**config.mk**
```make
export PLATFORM = sky130hd
export DESIGN_NAME = osr_top
export DESIGN_NICKNAME = d
export VERILOG_FILES = /design/src/hw/osr_pkg.sv /design/src/hw/osr_top.sv
export VERILOG_INCLUDE_DIRS = /design/src /design/src/hw
export SDC_FILE = /design/constraint.sdc
export NUM_CORES = 1
export LEC_CHECK = 0
export CAP_MARGIN = 20
export CORE_AREA = 4 4 107 109
export CTS_CLUSTER_SIZE = 12
export DETAILED_ROUTE_END_ITERATION = 8
export DIE_AREA = 0 0 111 113
export DONT_BUFFER_PORTS = 1
export MAX_ROUTING_LAYER = met4
export PLACE_DENSITY = 0.7
export SYNTH_ARGS = -nofsm -noshare
export SYNTH_HDL_FRONTEND = slang
export SYNTH_SLANG_ARGS = --single-unit
```
**constraint.sdc**
```tcl
create_clock -name aclk -period 4.25 [get_ports aclk]
set_clock_uncertainty 0.1 [all_clocks]
set_input_delay 0.2125 -clock aclk [delete_from_list [all_inputs] [get_ports aclk]]
set_output_delay 0.2125 -clock aclk [all_outputs]
set_load 0.05 [all_outputs]
```
**src/hw/osr_defs.svh**
```systemverilog
// Contract
// - PLL fuse forces PLL on, else soft bit
// - Codes 000x..0111 select LF/MF frequencies
// - Codes 1000..1111 select HF, 1110 PLL 32MHz
// - Clock select: 1x internal, 01 T1, 00 fuse
// - Control bit 2 reads zero
// - T1 ready reads 1 while T1 disabled
// - Status bit 6 shows PLL ready
// - Timeout bit 5 set when on fuse clock
// - HF, MF, LF ready bits 4, 2, 1
// - Lock bit 3 at 2%, stable bit 0
// - Six-bit signed trim, upper bits zero
// - Refclk from sysclk, enabled, feeds modulator
// - Pin gets refclk only when out enabled
// - Eight divider ratios by 3-bit field
// - Divide-by-1 copies source duty unless 0%
// - Slew bit clear removes limiting
// - Reset disables refclk, registers to defaults
// - Crystal mode or clock-out blocks pin
// - Clock-out fuse puts Fosc/4 on pin
// - Divider codes give 1 to 128
// - Duty codes 0/25/50/75%, reset 10
// - Sleep freezes refclk outputs
`ifndef OSR_DEFS_SVH
`define OSR_DEFS_SVH

`define OSR_OFS_CONTROL    12'h000
`define OSR_OFS_STATUS     12'h004
`define OSR_OFS_TUNING     12'h008
`define OSR_OFS_REFCLK     12'h00C

`define OSR_CTL_RESET      8'h38
`define OSR_REF_RESET      8'h30
`define OSR_TRIM_RESET     6'h00
`define OSR_STAT_RESET     8'h80
`define OSR_FREQ_RESET     4'h7
`define OSR_FREQ_PLL_CODE  4'hE
`define OSR_DIV_MAX_LOG    3'h7

`define OSR_RESP_OKAY      2'h0
`define OSR_RESP_SLVERR    2'h2

`endif

```
**src/hw/osr_pkg.sv**
```systemverilog
package osr_pkg;

  typedef enum logic [1:0] {OSR_SRC_FUSE, OSR_SRC_T1, OSR_SRC_INT} osr_src_type;

  typedef enum logic [1:0] {OSR_BAND_LF, OSR_BAND_MF, OSR_BAND_HF} osr_band_type;

  typedef struct packed {
    logic       soft_pll_enable;
    logic [3:0] internal_freq_select;
    logic       unused_zero;
    logic [1:0] sys_clock_select;
  } osr_ctl_type;

  typedef struct packed {
    logic       refclk_enable;
    logic       refclk_out_enable;
    logic       refclk_slew_limit;
    logic [1:0] refclk_duty_select;
    logic [2:0] refclk_divider_select;
  } osr_ref_type;

  typedef struct packed {
    logic t1_osc_ready;
    logic pll_ready;
    logic startup_timeout_status;
    logic hf_osc_ready;
    logic hf_osc_locked;
    logic mf_osc_ready;
    logic lf_osc_ready;
    logic hf_osc_stable;
  } osr_stat_type;

  // Analog side status inputs
  typedef struct packed {
    logic t1_osc_enable;
    logic t1_raw_ready;
    logic pll_locked;
    logic on_fuse_clock;
    logic hf_ready;
    logic hf_within_2pct;
    logic mf_ready;
    logic lf_ready;
    logic hf_within_half_pct;
  } osr_osc_type;

  // Configuration fuses
  typedef struct packed {
    logic pll_fuse_enable;
    logic fuse_instr_clock_out;
    logic crystal_mode;
  } osr_fuse_type;

endpackage

```
**src/hw/osr_top.sv**
```systemverilog
`timescale 1ns/1ps
`include "osr_defs.svh"

module osr_top
(
  // Clock and reset
  input  wire logic                  aclk,
  input  wire logic                  aresetn,
  // AXI4-Lite write address
  input  wire logic [11:0]           s_axi_awaddr,
  input  wire logic                  s_axi_awvalid,
  output logic                       s_axi_awready,
  // AXI4-Lite write data
  input  wire logic [31:0]           s_axi_wdata,
  input  wire logic [3:0]            s_axi_wstrb,
  input  wire logic                  s_axi_wvalid,
  output logic                       s_axi_wready,
  // AXI4-Lite write response
  output logic [1:0]                 s_axi_bresp,
  output logic                       s_axi_bvalid,
  input  wire logic                  s_axi_bready,
  // AXI4-Lite read address
  input  wire logic [11:0]           s_axi_araddr,
  input  wire logic                  s_axi_arvalid,
  output logic                       s_axi_arready,
  // AXI4-Lite read data
  output logic [31:0]                s_axi_rdata,
  output logic [1:0]                 s_axi_rresp,
  output logic                       s_axi_rvalid,
  input  wire logic                  s_axi_rready,
  // Oscillator status and fuses
  input  wire osr_pkg::osr_osc_type  osc_in,
  input  wire osr_pkg::osr_fuse_type fuse_in,
  input  wire logic                  sleep_mode,
  input  wire logic                  instr_clock,
  // Oscillator controls
  output logic                       pll_enable_ff,
  output osr_pkg::osr_src_type       clock_source_ff,
  output osr_pkg::osr_band_type      osc_band_ff,
  output logic [3:0]                 freq_code_ff,
  output logic                       pll_32mhz_ff,
  output logic [5:0]                 freq_trim_ff,
  // Reference clock
  output logic                       refclk_mod_ff,
  output logic                       refclk_out_pin_ff,
  output logic                       refclk_pin_oe_n_ff,
  output logic                       refclk_slew_ff
);

  // ==========================================================
  // Register storage
  osr_pkg::osr_ctl_type  ctl_ff;
  osr_pkg::osr_ref_type  ref_ff;
  osr_pkg::osr_stat_type stat_ff;
  logic [5:0]            trim_ff;

  logic        aw_held_ff;
  logic        w_held_ff;
  logic [11:0] aw_addr_ff;
  logic [31:0] w_data_ff;
  logic [3:0]  w_strb_ff;
  logic        do_write;
  logic        wr_hit;

  assign do_write = aw_held_ff && w_held_ff && !s_axi_bvalid;
  assign wr_hit   = (aw_addr_ff == `OSR_OFS_CONTROL) || (aw_addr_ff == `OSR_OFS_TUNING)
                 || (aw_addr_ff == `OSR_OFS_REFCLK) || (aw_addr_ff == `OSR_OFS_STATUS);

  // ==========================================================
  // Write channel: address and data in either order
  // Each ready pulses once, so a valid still held at the next edge is not taken twice
  always_ff @(posedge aclk)
  begin
    if (!aresetn)
    begin
      aw_held_ff    <= 1'b0;
      w_held_ff     <= 1'b0;
      aw_addr_ff    <= 12'h000;
      w_data_ff     <= 32'h0000_0000;
      w_strb_ff     <= 4'h0;
      s_axi_awready <= 1'b0;
      s_axi_wready  <= 1'b0;
      s_axi_bvalid  <= 1'b0;
      s_axi_bresp   <= `OSR_RESP_OKAY;
    end
    else
    begin
      s_axi_awready <= 1'b0;
      s_axi_wready  <= 1'b0;
      if (s_axi_awvalid && !aw_held_ff && !s_axi_awready)
      begin
        s_axi_awready <= 1'b1;
        aw_held_ff    <= 1'b1;
        aw_addr_ff    <= {s_axi_awaddr[11:2], 2'h0};
      end
      if (s_axi_wvalid && !w_held_ff && !s_axi_wready)
      begin
        s_axi_wready <= 1'b1;
        w_held_ff    <= 1'b1;
        w_data_ff    <= s_axi_wdata;
        w_strb_ff    <= s_axi_wstrb;
      end
      if (do_write)
      begin
        s_axi_bvalid <= 1'b1;
        s_axi_bresp  <= wr_hit ? `OSR_RESP_OKAY : `OSR_RESP_SLVERR;
        aw_held_ff   <= 1'b0;
        w_held_ff    <= 1'b0;
      end
      else if (s_axi_bvalid && s_axi_bready)
        s_axi_bvalid <= 1'b0;
    end
  end

  // ==========================================================
  // Software registers; status writes are ignored
  // Only the low byte lane carries a register, so only strobe 0 counts
  logic wr_ctl;
  logic wr_trim;
  logic wr_ref;

  assign wr_ctl  = do_write && w_strb_ff[0] && (aw_addr_ff == `OSR_OFS_CONTROL);
  assign wr_trim = do_write && w_strb_ff[0] && (aw_addr_ff == `OSR_OFS_TUNING);
  assign wr_ref  = do_write && w_strb_ff[0] && (aw_addr_ff == `OSR_OFS_REFCLK);

  always_ff @(posedge aclk)
  begin
    if (!aresetn)
      ctl_ff <= `OSR_CTL_RESET;
    else if (wr_ctl)
      ctl_ff <= {w_data_ff[7:3], 1'b0, w_data_ff[1:0]};
  end

  always_ff @(posedge aclk)
  begin
    if (!aresetn)
      trim_ff <= `OSR_TRIM_RESET;
    else if (wr_trim)
      trim_ff <= w_data_ff[5:0];
  end

  // A reset always leaves the generator off; firmware sets it up before the pin
  always_ff @(posedge aclk)
  begin
    if (!aresetn)
      ref_ff <= `OSR_REF_RESET;
    else if (wr_ref)
      ref_ff <= w_data_ff[7:0];
  end

  // ==========================================================
  // Read channel
  logic [7:0] rd_byte;
  logic       rd_hit;

  always_comb
  begin
    rd_byte = 8'h00;
    rd_hit  = 1'b1;
    unique case ({s_axi_araddr[11:2], 2'h0})
      `OSR_OFS_CONTROL: rd_byte = {ctl_ff[7:3], 1'b0, ctl_ff[1:0]};
      `OSR_OFS_STATUS:  rd_byte = stat_ff;
      `OSR_OFS_TUNING:  rd_byte = {2'h0, trim_ff};
      `OSR_OFS_REFCLK:  rd_byte = ref_ff;
      default:          rd_hit  = 1'b0;
    endcase
  end

  always_ff @(posedge aclk)
  begin
    if (!aresetn)
    begin
      s_axi_arready <= 1'b0;
      s_axi_rvalid  <= 1'b0;
      s_axi_rdata   <= 32'h0000_0000;
      s_axi_rresp   <= `OSR_RESP_OKAY;
    end
    else
    begin
      s_axi_arready <= 1'b0;
      if (s_axi_arvalid && !s_axi_rvalid && !s_axi_arready)
      begin
        s_axi_arready <= 1'b1;
        s_axi_rvalid  <= 1'b1;
        s_axi_rdata   <= {24'h00_0000, rd_byte};
        s_axi_rresp   <= rd_hit ? `OSR_RESP_OKAY : `OSR_RESP_SLVERR;
      end
      else if (s_axi_rvalid && s_axi_rready)
        s_axi_rvalid <= 1'b0;
    end
  end

  // ==========================================================
  // Status register sampling
  always_ff @(posedge aclk)
  begin
    if (!aresetn)
      stat_ff <= `OSR_STAT_RESET;
    else
    begin
      stat_ff.t1_osc_ready <= osc_in.t1_osc_enable ? osc_in.t1_raw_ready : 1'b1;
      stat_ff.pll_ready              <= osc_in.pll_locked;
      stat_ff.startup_timeout_status <= osc_in.on_fuse_clock;
      stat_ff.hf_osc_ready           <= osc_in.hf_ready;
      stat_ff.mf_osc_ready           <= osc_in.mf_ready;
      stat_ff.lf_osc_ready           <= osc_in.lf_ready;
      stat_ff.hf_osc_locked          <= osc_in.hf_within_2pct;
      stat_ff.hf_osc_stable          <= osc_in.hf_within_half_pct;
    end
  end

  // ==========================================================
  // Oscillator control decode
  logic pll_on;
  assign pll_on = fuse_in.pll_fuse_enable | ctl_ff.soft_pll_enable;

  always_ff @(posedge aclk)
  begin
    if (!aresetn)
    begin
      pll_enable_ff <= 1'b0;
      freq_code_ff  <= `OSR_FREQ_RESET;
      pll_32mhz_ff  <= 1'b0;
      freq_trim_ff  <= `OSR_TRIM_RESET;
    end
    else
    begin
      pll_enable_ff <= pll_on;
      freq_code_ff  <= ctl_ff.internal_freq_select;
      freq_trim_ff  <= trim_ff;
      pll_32mhz_ff  <= pll_on && (ctl_ff.internal_freq_select == `OSR_FREQ_PLL_CODE);
    end
  end

  // Codes 0000 and 0001 both run from the slow source
  always_ff @(posedge aclk)
  begin
    if (!aresetn)
      osc_band_ff <= osr_pkg::OSR_BAND_MF;
    else if (ctl_ff.internal_freq_select[3])
      osc_band_ff <= osr_pkg::OSR_BAND_HF;
    else if (ctl_ff.internal_freq_select[3:1] == 3'h0)
      osc_band_ff <= osr_pkg::OSR_BAND_LF;
    else
      osc_band_ff <= osr_pkg::OSR_BAND_MF;
  end

  always_ff @(posedge aclk)
  begin
    if (!aresetn)
      clock_source_ff <= osr_pkg::OSR_SRC_FUSE;
    else if (ctl_ff.sys_clock_select[1])
      clock_source_ff <= osr_pkg::OSR_SRC_INT;
    else if (ctl_ff.sys_clock_select[0])
      clock_source_ff <= osr_pkg::OSR_SRC_T1;
    else
      clock_source_ff <= osr_pkg::OSR_SRC_FUSE;
  end

  // ==========================================================
  // Reference clock generator
  // Divide 1 has no sysclk edge inside a period; the enable gates the source clock.
  logic [7:0] div_cnt_ff;
  logic [7:0] period_last;
  logic [7:0] high_len;
  logic       ref_wave;
  logic       ref_run;

  assign ref_run     = ref_ff.refclk_enable && !sleep_mode;
  assign period_last = 8'((9'h001 << ref_ff.refclk_divider_select) - 9'h001);

  always_comb
  begin
    high_len = 8'h00;
    unique case (ref_ff.refclk_duty_select)
      2'h0: high_len = 8'h00;
      2'h1: high_len = 8'((9'(period_last) + 9'h001) >> 2);
      2'h2: high_len = 8'((9'(period_last) + 9'h001) >> 1);
      2'h3: high_len = 8'(((10'(period_last) + 10'h001) * 10'h003) >> 2);
    endcase
  end

  always_ff @(posedge aclk)
  begin
    if (!aresetn || !ref_ff.refclk_enable)
      div_cnt_ff <= 8'h00;
    else if (ref_run)
      div_cnt_ff <= (div_cnt_ff >= period_last) ? 8'h00 : div_cnt_ff + 8'h01;
  end

  // Divide 1 passes source duty; 0% still forces low
  assign ref_wave = (ref_ff.refclk_divider_select == 3'h0)
                  ? (ref_ff.refclk_duty_select != 2'h0)
                  : (div_cnt_ff < high_len);

  logic ref_level;
  assign ref_level = ref_ff.refclk_enable && ref_wave;

  // Sleep stops the system clock, so every refclk output keeps its level until wake
  always_ff @(posedge aclk)
  begin
    if (!aresetn)
    begin
      refclk_mod_ff  <= 1'b0;
      refclk_slew_ff <= 1'b1;
    end
    else if (!sleep_mode)
    begin
      refclk_mod_ff  <= ref_level;
      refclk_slew_ff <= ref_ff.refclk_slew_limit;
    end
  end

  // The fuse clock outranks the generator; crystal modes need the pin as input
  always_ff @(posedge aclk)
  begin
    if (!aresetn)
    begin
      refclk_out_pin_ff  <= 1'b0;
      refclk_pin_oe_n_ff <= 1'b1;
    end
    else if (!sleep_mode)
    begin
      if (fuse_in.fuse_instr_clock_out)
      begin
        refclk_out_pin_ff  <= instr_clock;
        refclk_pin_oe_n_ff <= 1'b0;
      end
      else if (fuse_in.crystal_mode || !ref_ff.refclk_out_enable)
      begin
        refclk_out_pin_ff  <= 1'b0;
        refclk_pin_oe_n_ff <= 1'b1;
      end
      else
      begin
        refclk_out_pin_ff  <= ref_level;
        refclk_pin_oe_n_ff <= 1'b0;
      end
    end
  end

endmodule

```
-- Word level (Yosys, flattened, before mapping)
Cells that the tools add are included.
- input port bits: 81
- bits in registers: 95
- multiply operators: 1
- shift-type cells: 1
- reductions and logical operators: 45
- order comparisons: 2
- multiplexer cells: 22
- add/sub/neg operators: 4
- bitwise logic cells: 2
- eq/ne operators: 10
- operator list (kind ; number):
    $pmux W8 S4 ; 2
    $eq A10 B2 Y1 const B ; 4
    $eq A10 B1 Y1 const B ; 2
    $add A8 B1 Y9 const B ; 2
    $logic_and A1 B1 Y1 ; 17
    $mux W1 ; 15
    $logic_not A12 Y1 ; 1
    $logic_not A1 Y1 ; 11
    $logic_not A10 Y1 ; 1
    $mul A9 B2 Y10 const B ; 1
    $add A8 B1 Y8 const B ; 1
    $ge A8 B8 Y1 ; 1
    $lt A8 B8 Y1 ; 1
    $mux W2 ; 4
    $mux W8 ; 1
    $shl A1 B3 Y8 const A ; 1
    $sub A8 B1 Y8 const B ; 1
    $logic_not A3 Y1 ; 2
    $reduce_bool A2 Y1 ; 3
    $logic_or A1 B1 Y1 ; 5
    $eq A2 B2 Y1 const B ; 2
    $eq A4 B4 Y1 const B ; 1
    $reduce_or A2 Y1 ; 2
    $reduce_or A4 Y1 ; 1
    other kinds (5) ; 5

-- Depth between registers and ports, before layout
- word-level depth: 10
- depth in mapped cells: 17
- gate-level depth less buffers: 16

-- Worst setup path after synthesis
No wires, ideal clock.
- path kind: flip-flop to flip-flop
- start point: register ref_ff[1] (netlist bit)
- end point: register refclk_out_pin_ff
- data required time: 4.091 ns
- cell stages (with the launch flop): 17
- data arrival time: 3.564 ns
- path slack: 0.527 ns
- path buffers: 1
- cell sequence: dfxtp_1 -> buf_6 -> nor3b_2 -> inv_1 -> ha_1 -> a211oi_2 -> ha_1 -> o21a_1 -> nand2_1 -> nor2_1 -> a311oi_1 -> ha_1 -> o21ai_0 -> o2111ai_1 -> a2111o_1 -> o221ai_2 -> a22o_1
- cells in the longest elaborated chain, start to end: 10
- RTL lines (element ; line ; source):
    from (decl) ; osr_top.sv:53 ; osr_pkg::osr_ref_type ref_ff;
    from (signal assigned) ; osr_top.sv:146 ; ref_ff <= `OSR_REF_RESET;
    from (signal assigned) ; osr_top.sv:148 ; ref_ff <= w_data_ff[7:0];
    $shl A1 B3 Y8 ; osr_top.sv:270 ; assign period_last = 8'((9'h001 << ref_ff.refclk_divider_select) - 9'h001);
    $sub A8 B1 Y8 ; osr_top.sv:270 ;
    $add A8 B1 Y9 ; osr_top.sv:277, osr_top.sv:278, osr_top.sv:279 ;
    $mul A9 B2 Y10 ; osr_top.sv:279 ; 2'h3: high_len = 8'(((10'(period_last) + 10'h001) * 10'h003) >> 2);
    $pmux W8 S4 ; osr_top.sv:275 ; unique case (ref_ff.refclk_duty_select)
    $lt A8 B8 Y1 ; osr_top.sv:294 ; : (div_cnt_ff < high_len);
    $mux W1 (*) ; osr_top.sv:293 ; ? (ref_ff.refclk_duty_select != 2'h0)
    $logic_and A1 B1 Y1 (*) ; osr_top.sv:297 ; assign ref_level = ref_ff.refclk_enable && ref_wave;
    $mux W1 (*) ; osr_top.sv:329 ; else if (fuse_in.crystal_mode || !ref_ff.refclk_out_enable)
    $mux W1 (*) ; osr_top.sv:324 ; if (fuse_in.fuse_instr_clock_out)
    to (signal assigned) ; osr_top.sv:326 ; refclk_out_pin_ff <= instr_clock;
    to (signal assigned) ; osr_top.sv:336 ; refclk_out_pin_ff <= ref_level;
    to (decl) ; osr_top.sv:45 ; output logic refclk_out_pin_ff,
Mark *: on every way between the ends. The rest lies on a longest branch, timed or not.
A chain may end at the register's enable or synchronous reset.

-- Final worst setup path
- start point: register ref_ff[0] (netlist bit)
- end point: register refclk_out_pin_ff
The elaborated chain is that of the path after synthesis.

==> flow_summary_export.csv <==
group,metric,value,unit
run_status,status,"finished clean",
hold_path,hold_class,"input port to register",
sta,hold_slack,0.02528,ns
detailed_routing,wl_per_cell,15.48,um
sta,finalSetupViolCount,0,
detailed_routing,viasPerCell,5.223,
sta,slew_headroom,0.3094,
sta,grt_setup_unrepaired,"false",
clock_network,cts_root_buf,"clkbuf_8",
detailed_routing,vias,3567,
synthesis,synthCells,503,
floorplanning,die_h,113,um
clock_network,cts_resized,0,
setup_path,path_max_fanout,13,
global_routing,grt_max_degree,51,
synthesis,yosysSeqAreaShare,0.3867,
clock_network,cts.clk_slew.worst_paths,0.09,ns
finish,fin_util,0.5114,
setup_path,required,4.46,ns
detailed_routing,drt_wl_total,10570,um
synthesis,avgSynthCellArea,9.470,um^2
setup_path,startpoint_type,"register",
global_routing,grt_usage,0.1767,
setup_path,r2r_setup_slack,0.29,ns
sta,period_needed,3.956,ns
run,maxCapViolations,0,
clock_network,cts.sinks,92,
floorplanning,dieWidth,111,um
clock_network,ctsHtreeMaxLevel,3,
detailed_routing,first_iter_violations,211,
synthesis,synth-seq-cells,92,
setup_path,crit_type,"register to register",
synthesis,syn_area,4763,um^2
pwr,ir_drop,0.3055,mV
setup_path,path_common_cell,"ha_1",
placement,io_buffers,0,
setup_path,critPathArrivalTime,4.17,ns
sta,timing.fmax,252.8,MHz
placement,dp_cells,628,
clock_network,cts_buffer_depth,2,
clock_network,cts_tree,"done",
global_routing,grt_pass1_wl,17520,um
detailed_routing,first_pass_iters,4,
synthesis,yosysWarnings,0,
floorplanning,initial_core_util,0.4493,
finish,nNetsFinal,646,
sta,worstMarginPinSlew,1.031,ns
global_routing,overflow,0,
placement,hpwl,7534,um
synthesis,async_reset_ff_frac,0,
floorplanning,rows,38,
placement,place_ws,0.3100,ns
setup_path,endpoint_kind,"register",
detailed_routing,drcViolationCount,0,
global_routing,grt_pass1_vias,3515,
synthesis,synth_edf_count,0,
finish,layout-drive-gt1-share,0.1070,
floorplanning,core,10600,um^2
synthesis,ys.flop_type,"dfxtp_1",
pwr,power_leakage,2.303,nW
finish,areaGrowthSynthToFinish,13.84,%
detailed_routing,antenna_left,0,
sta,hold_viol,0,
clock_network,post_cts_buffers,0,
floorplanning,io_pins,142,
clock_network,numCtsBuffers,9,
setup_path,cp_slowest_stage_delay,0.44,ns
clock_network,clk_latency,0.37,ns
sta,post-route-period-util,0.9309,
global_routing,antenna_found_initial,1,
sta,timing.final.ws_setup,0.2935,ns
sta,finalMaxSlewViolations,0,
finish,fin_cells,683,
placement,place.gp.congestion,0.8739,
pwr,power_density,317.8,nW/um^2
setup_path,cp_cell_sequence,"buf_4 -> or3_4 -> inv_2 -> ha_1 -> fa_1 -> a21o_1 -> o2111ai_2 -> nand2_2 -> xor2_1 -> a221oi_2 -> ha_1 -> a211oi_1 -> o2111ai_1 -> a2111o_1 -> o221ai_2 -> a22o_1",
setup_path,worst_path_max_delay_cell,"a2111o_1",
floorplanning,die-area,12540,um^2
sta,setup_tns,0,ns
synthesis,yosysUniqueCellTypes,68,
==> worst max-delay path, delay by kind of cell (launching register included) <==
family / cells / cell delay (ns)
xor+xnor: 1 / 0.16
flops: 1 / 0.43
fa+ha+maj: 3 / 0.89
simple gates: 2 / 0.29
buf+inv: 2 / 0.29
compound gates: 8 / 1.74
==> final cells by class <==
class                           count  area [um^2]
Antenna cell                        1        2.502
Clock buffer                       10        137.6
Clock inverter                      6        82.58
Fill cell                         948         5180
Inverter                           15        61.31
Multi-Input combinational cell    369         2641
Sequential cell                    92         1842
Tap cell                          140        175.2
Timing Repair Buffer               50        480.5
==> path summary, 6_finish.rpt <==
| path | from | endpoint | cells past startpoint |
|---|---|---|---|
| hold / removal | sleep_mode | refclk_out_pin_ff | 2 |
| hold reg to reg | trim_ff[3] | freq_trim_ff[3] | 1 |
| setup / recovery | ref_ff[0] | refclk_out_pin_ff | 16 |
| setup reg to reg | ref_ff[0] | refclk_out_pin_ff | 16 |
==> synthesized netlist by cell type, types with 3 or more instances <==
master     n  share of area
o21ai_0   15          0.016
nand2_1   24          0.019
clkbuf_1  16          0.013
and3_1     3         0.0039
xnor2_1    6          0.011
a22oi_1   11          0.017
nor2_1    68          0.054
o21a_1     3         0.0047
a31oi_1    3         0.0039
o211ai_1   3         0.0047
inv_1     12         0.0095
nand3_1    6         0.0063
nand3b_1   7          0.011
nand2b_1  11          0.014
mux2i_1   44          0.092
buf_4     29          0.046
nor2b_1    7         0.0092
buf_2      3         0.0032
nor3b_1    5         0.0079
a21o_1     3         0.0047
nor3_1     5         0.0053
xor2_1     8          0.015
dfxtp_1   92           0.39
mux4_2     5          0.024
a21oi_1   16          0.017
ha_1      27          0.071
and2_1    18          0.024
==> flip-flops by register name, indices dropped and copies added, names as in the netlist, 2 cells and up <==
signal,flops
aw_addr_ff,10
ref_ff,8
freq_trim_ff,6
clock_source_ff,2
stat_ff,8
div_cnt_ff,8
freq_code_ff,4
w_data_ff,8
s_axi_rdata,8
trim_ff,6
ctl_ff,7
==> kinds of logic after synthesis <==
logic type,after synthesis,synth area share
AND/OR/NAND/NOR,174,0.1949
multiplexers,51,0.1208
flip-flops,92,0.3867
adder cells (fa/ha/maj),28,0.07512
AO/OA/AOI/OAI,76,0.1153
buffers and inverters,67,0.08064
other,1,0.0007873
XOR/XNOR,14,0.02574
==> metrics by stage <==
step / power, mW / area [um^2]
after floorplan: 1.082 / 4857
after global placement: 1.068 / 4810
after detailed placement: 1.072 / 4810
after CTS: 1.736 / 5420
after global routing: 1.788 / 5423
final: 1.723 / 5423
==> report_power, final <==
group / switching (mW) / internal [mW] / leakage, nW
Clock: 0.333 / 0.300 / 0.108
Sequential: 0.0424 / 0.886 / 0.749
Combinational: 0.101 / 0.0607 / 1.45
==> per-layer routing <==
metal | GRT usage | up-vias | wire length (um)
met1 | 0.2113 | 1700 | 4650
li1 | - | 1783 | -
met2 | 0.2969 | 71 | 5387
met3 | 0.04011 | 13 | 379
met4 | 0.05747 | 0 | 153
met5 | - | - | 0
==> cells in the final DEF (no fill, tap or decap), drive strengths merged, types with 3 or more instances in the layout <==
cell type,instances
a31oi,3
or3b,3
clkbuf,10
nand2,25
o21ai,15
and2,18
clkinv,4
a22oi,11
o2111ai,3
nor3,6
nand3,7
a21oi,16
xnor2,6
nor4,3
inv,15
o21a,3
a21o,3
o211ai,3
xor2,8
a221oi,3
nor2b,7
conb,26
ha,27
mux2i,44
nor3b,7
nand3b,7
dlygate4sd3,37
and3,3
nand2b,11
nor2,68
mux4,5
dfxtp,92
buf,13
a211oi,3
==> repair_timing <==
action | CTS | global route
setup endpoints to repair | 0 | 0
hold buffers | 38 | 0
endpoints found under the hold margin | 65 | 0
Power figures use the tool's default switching activity.
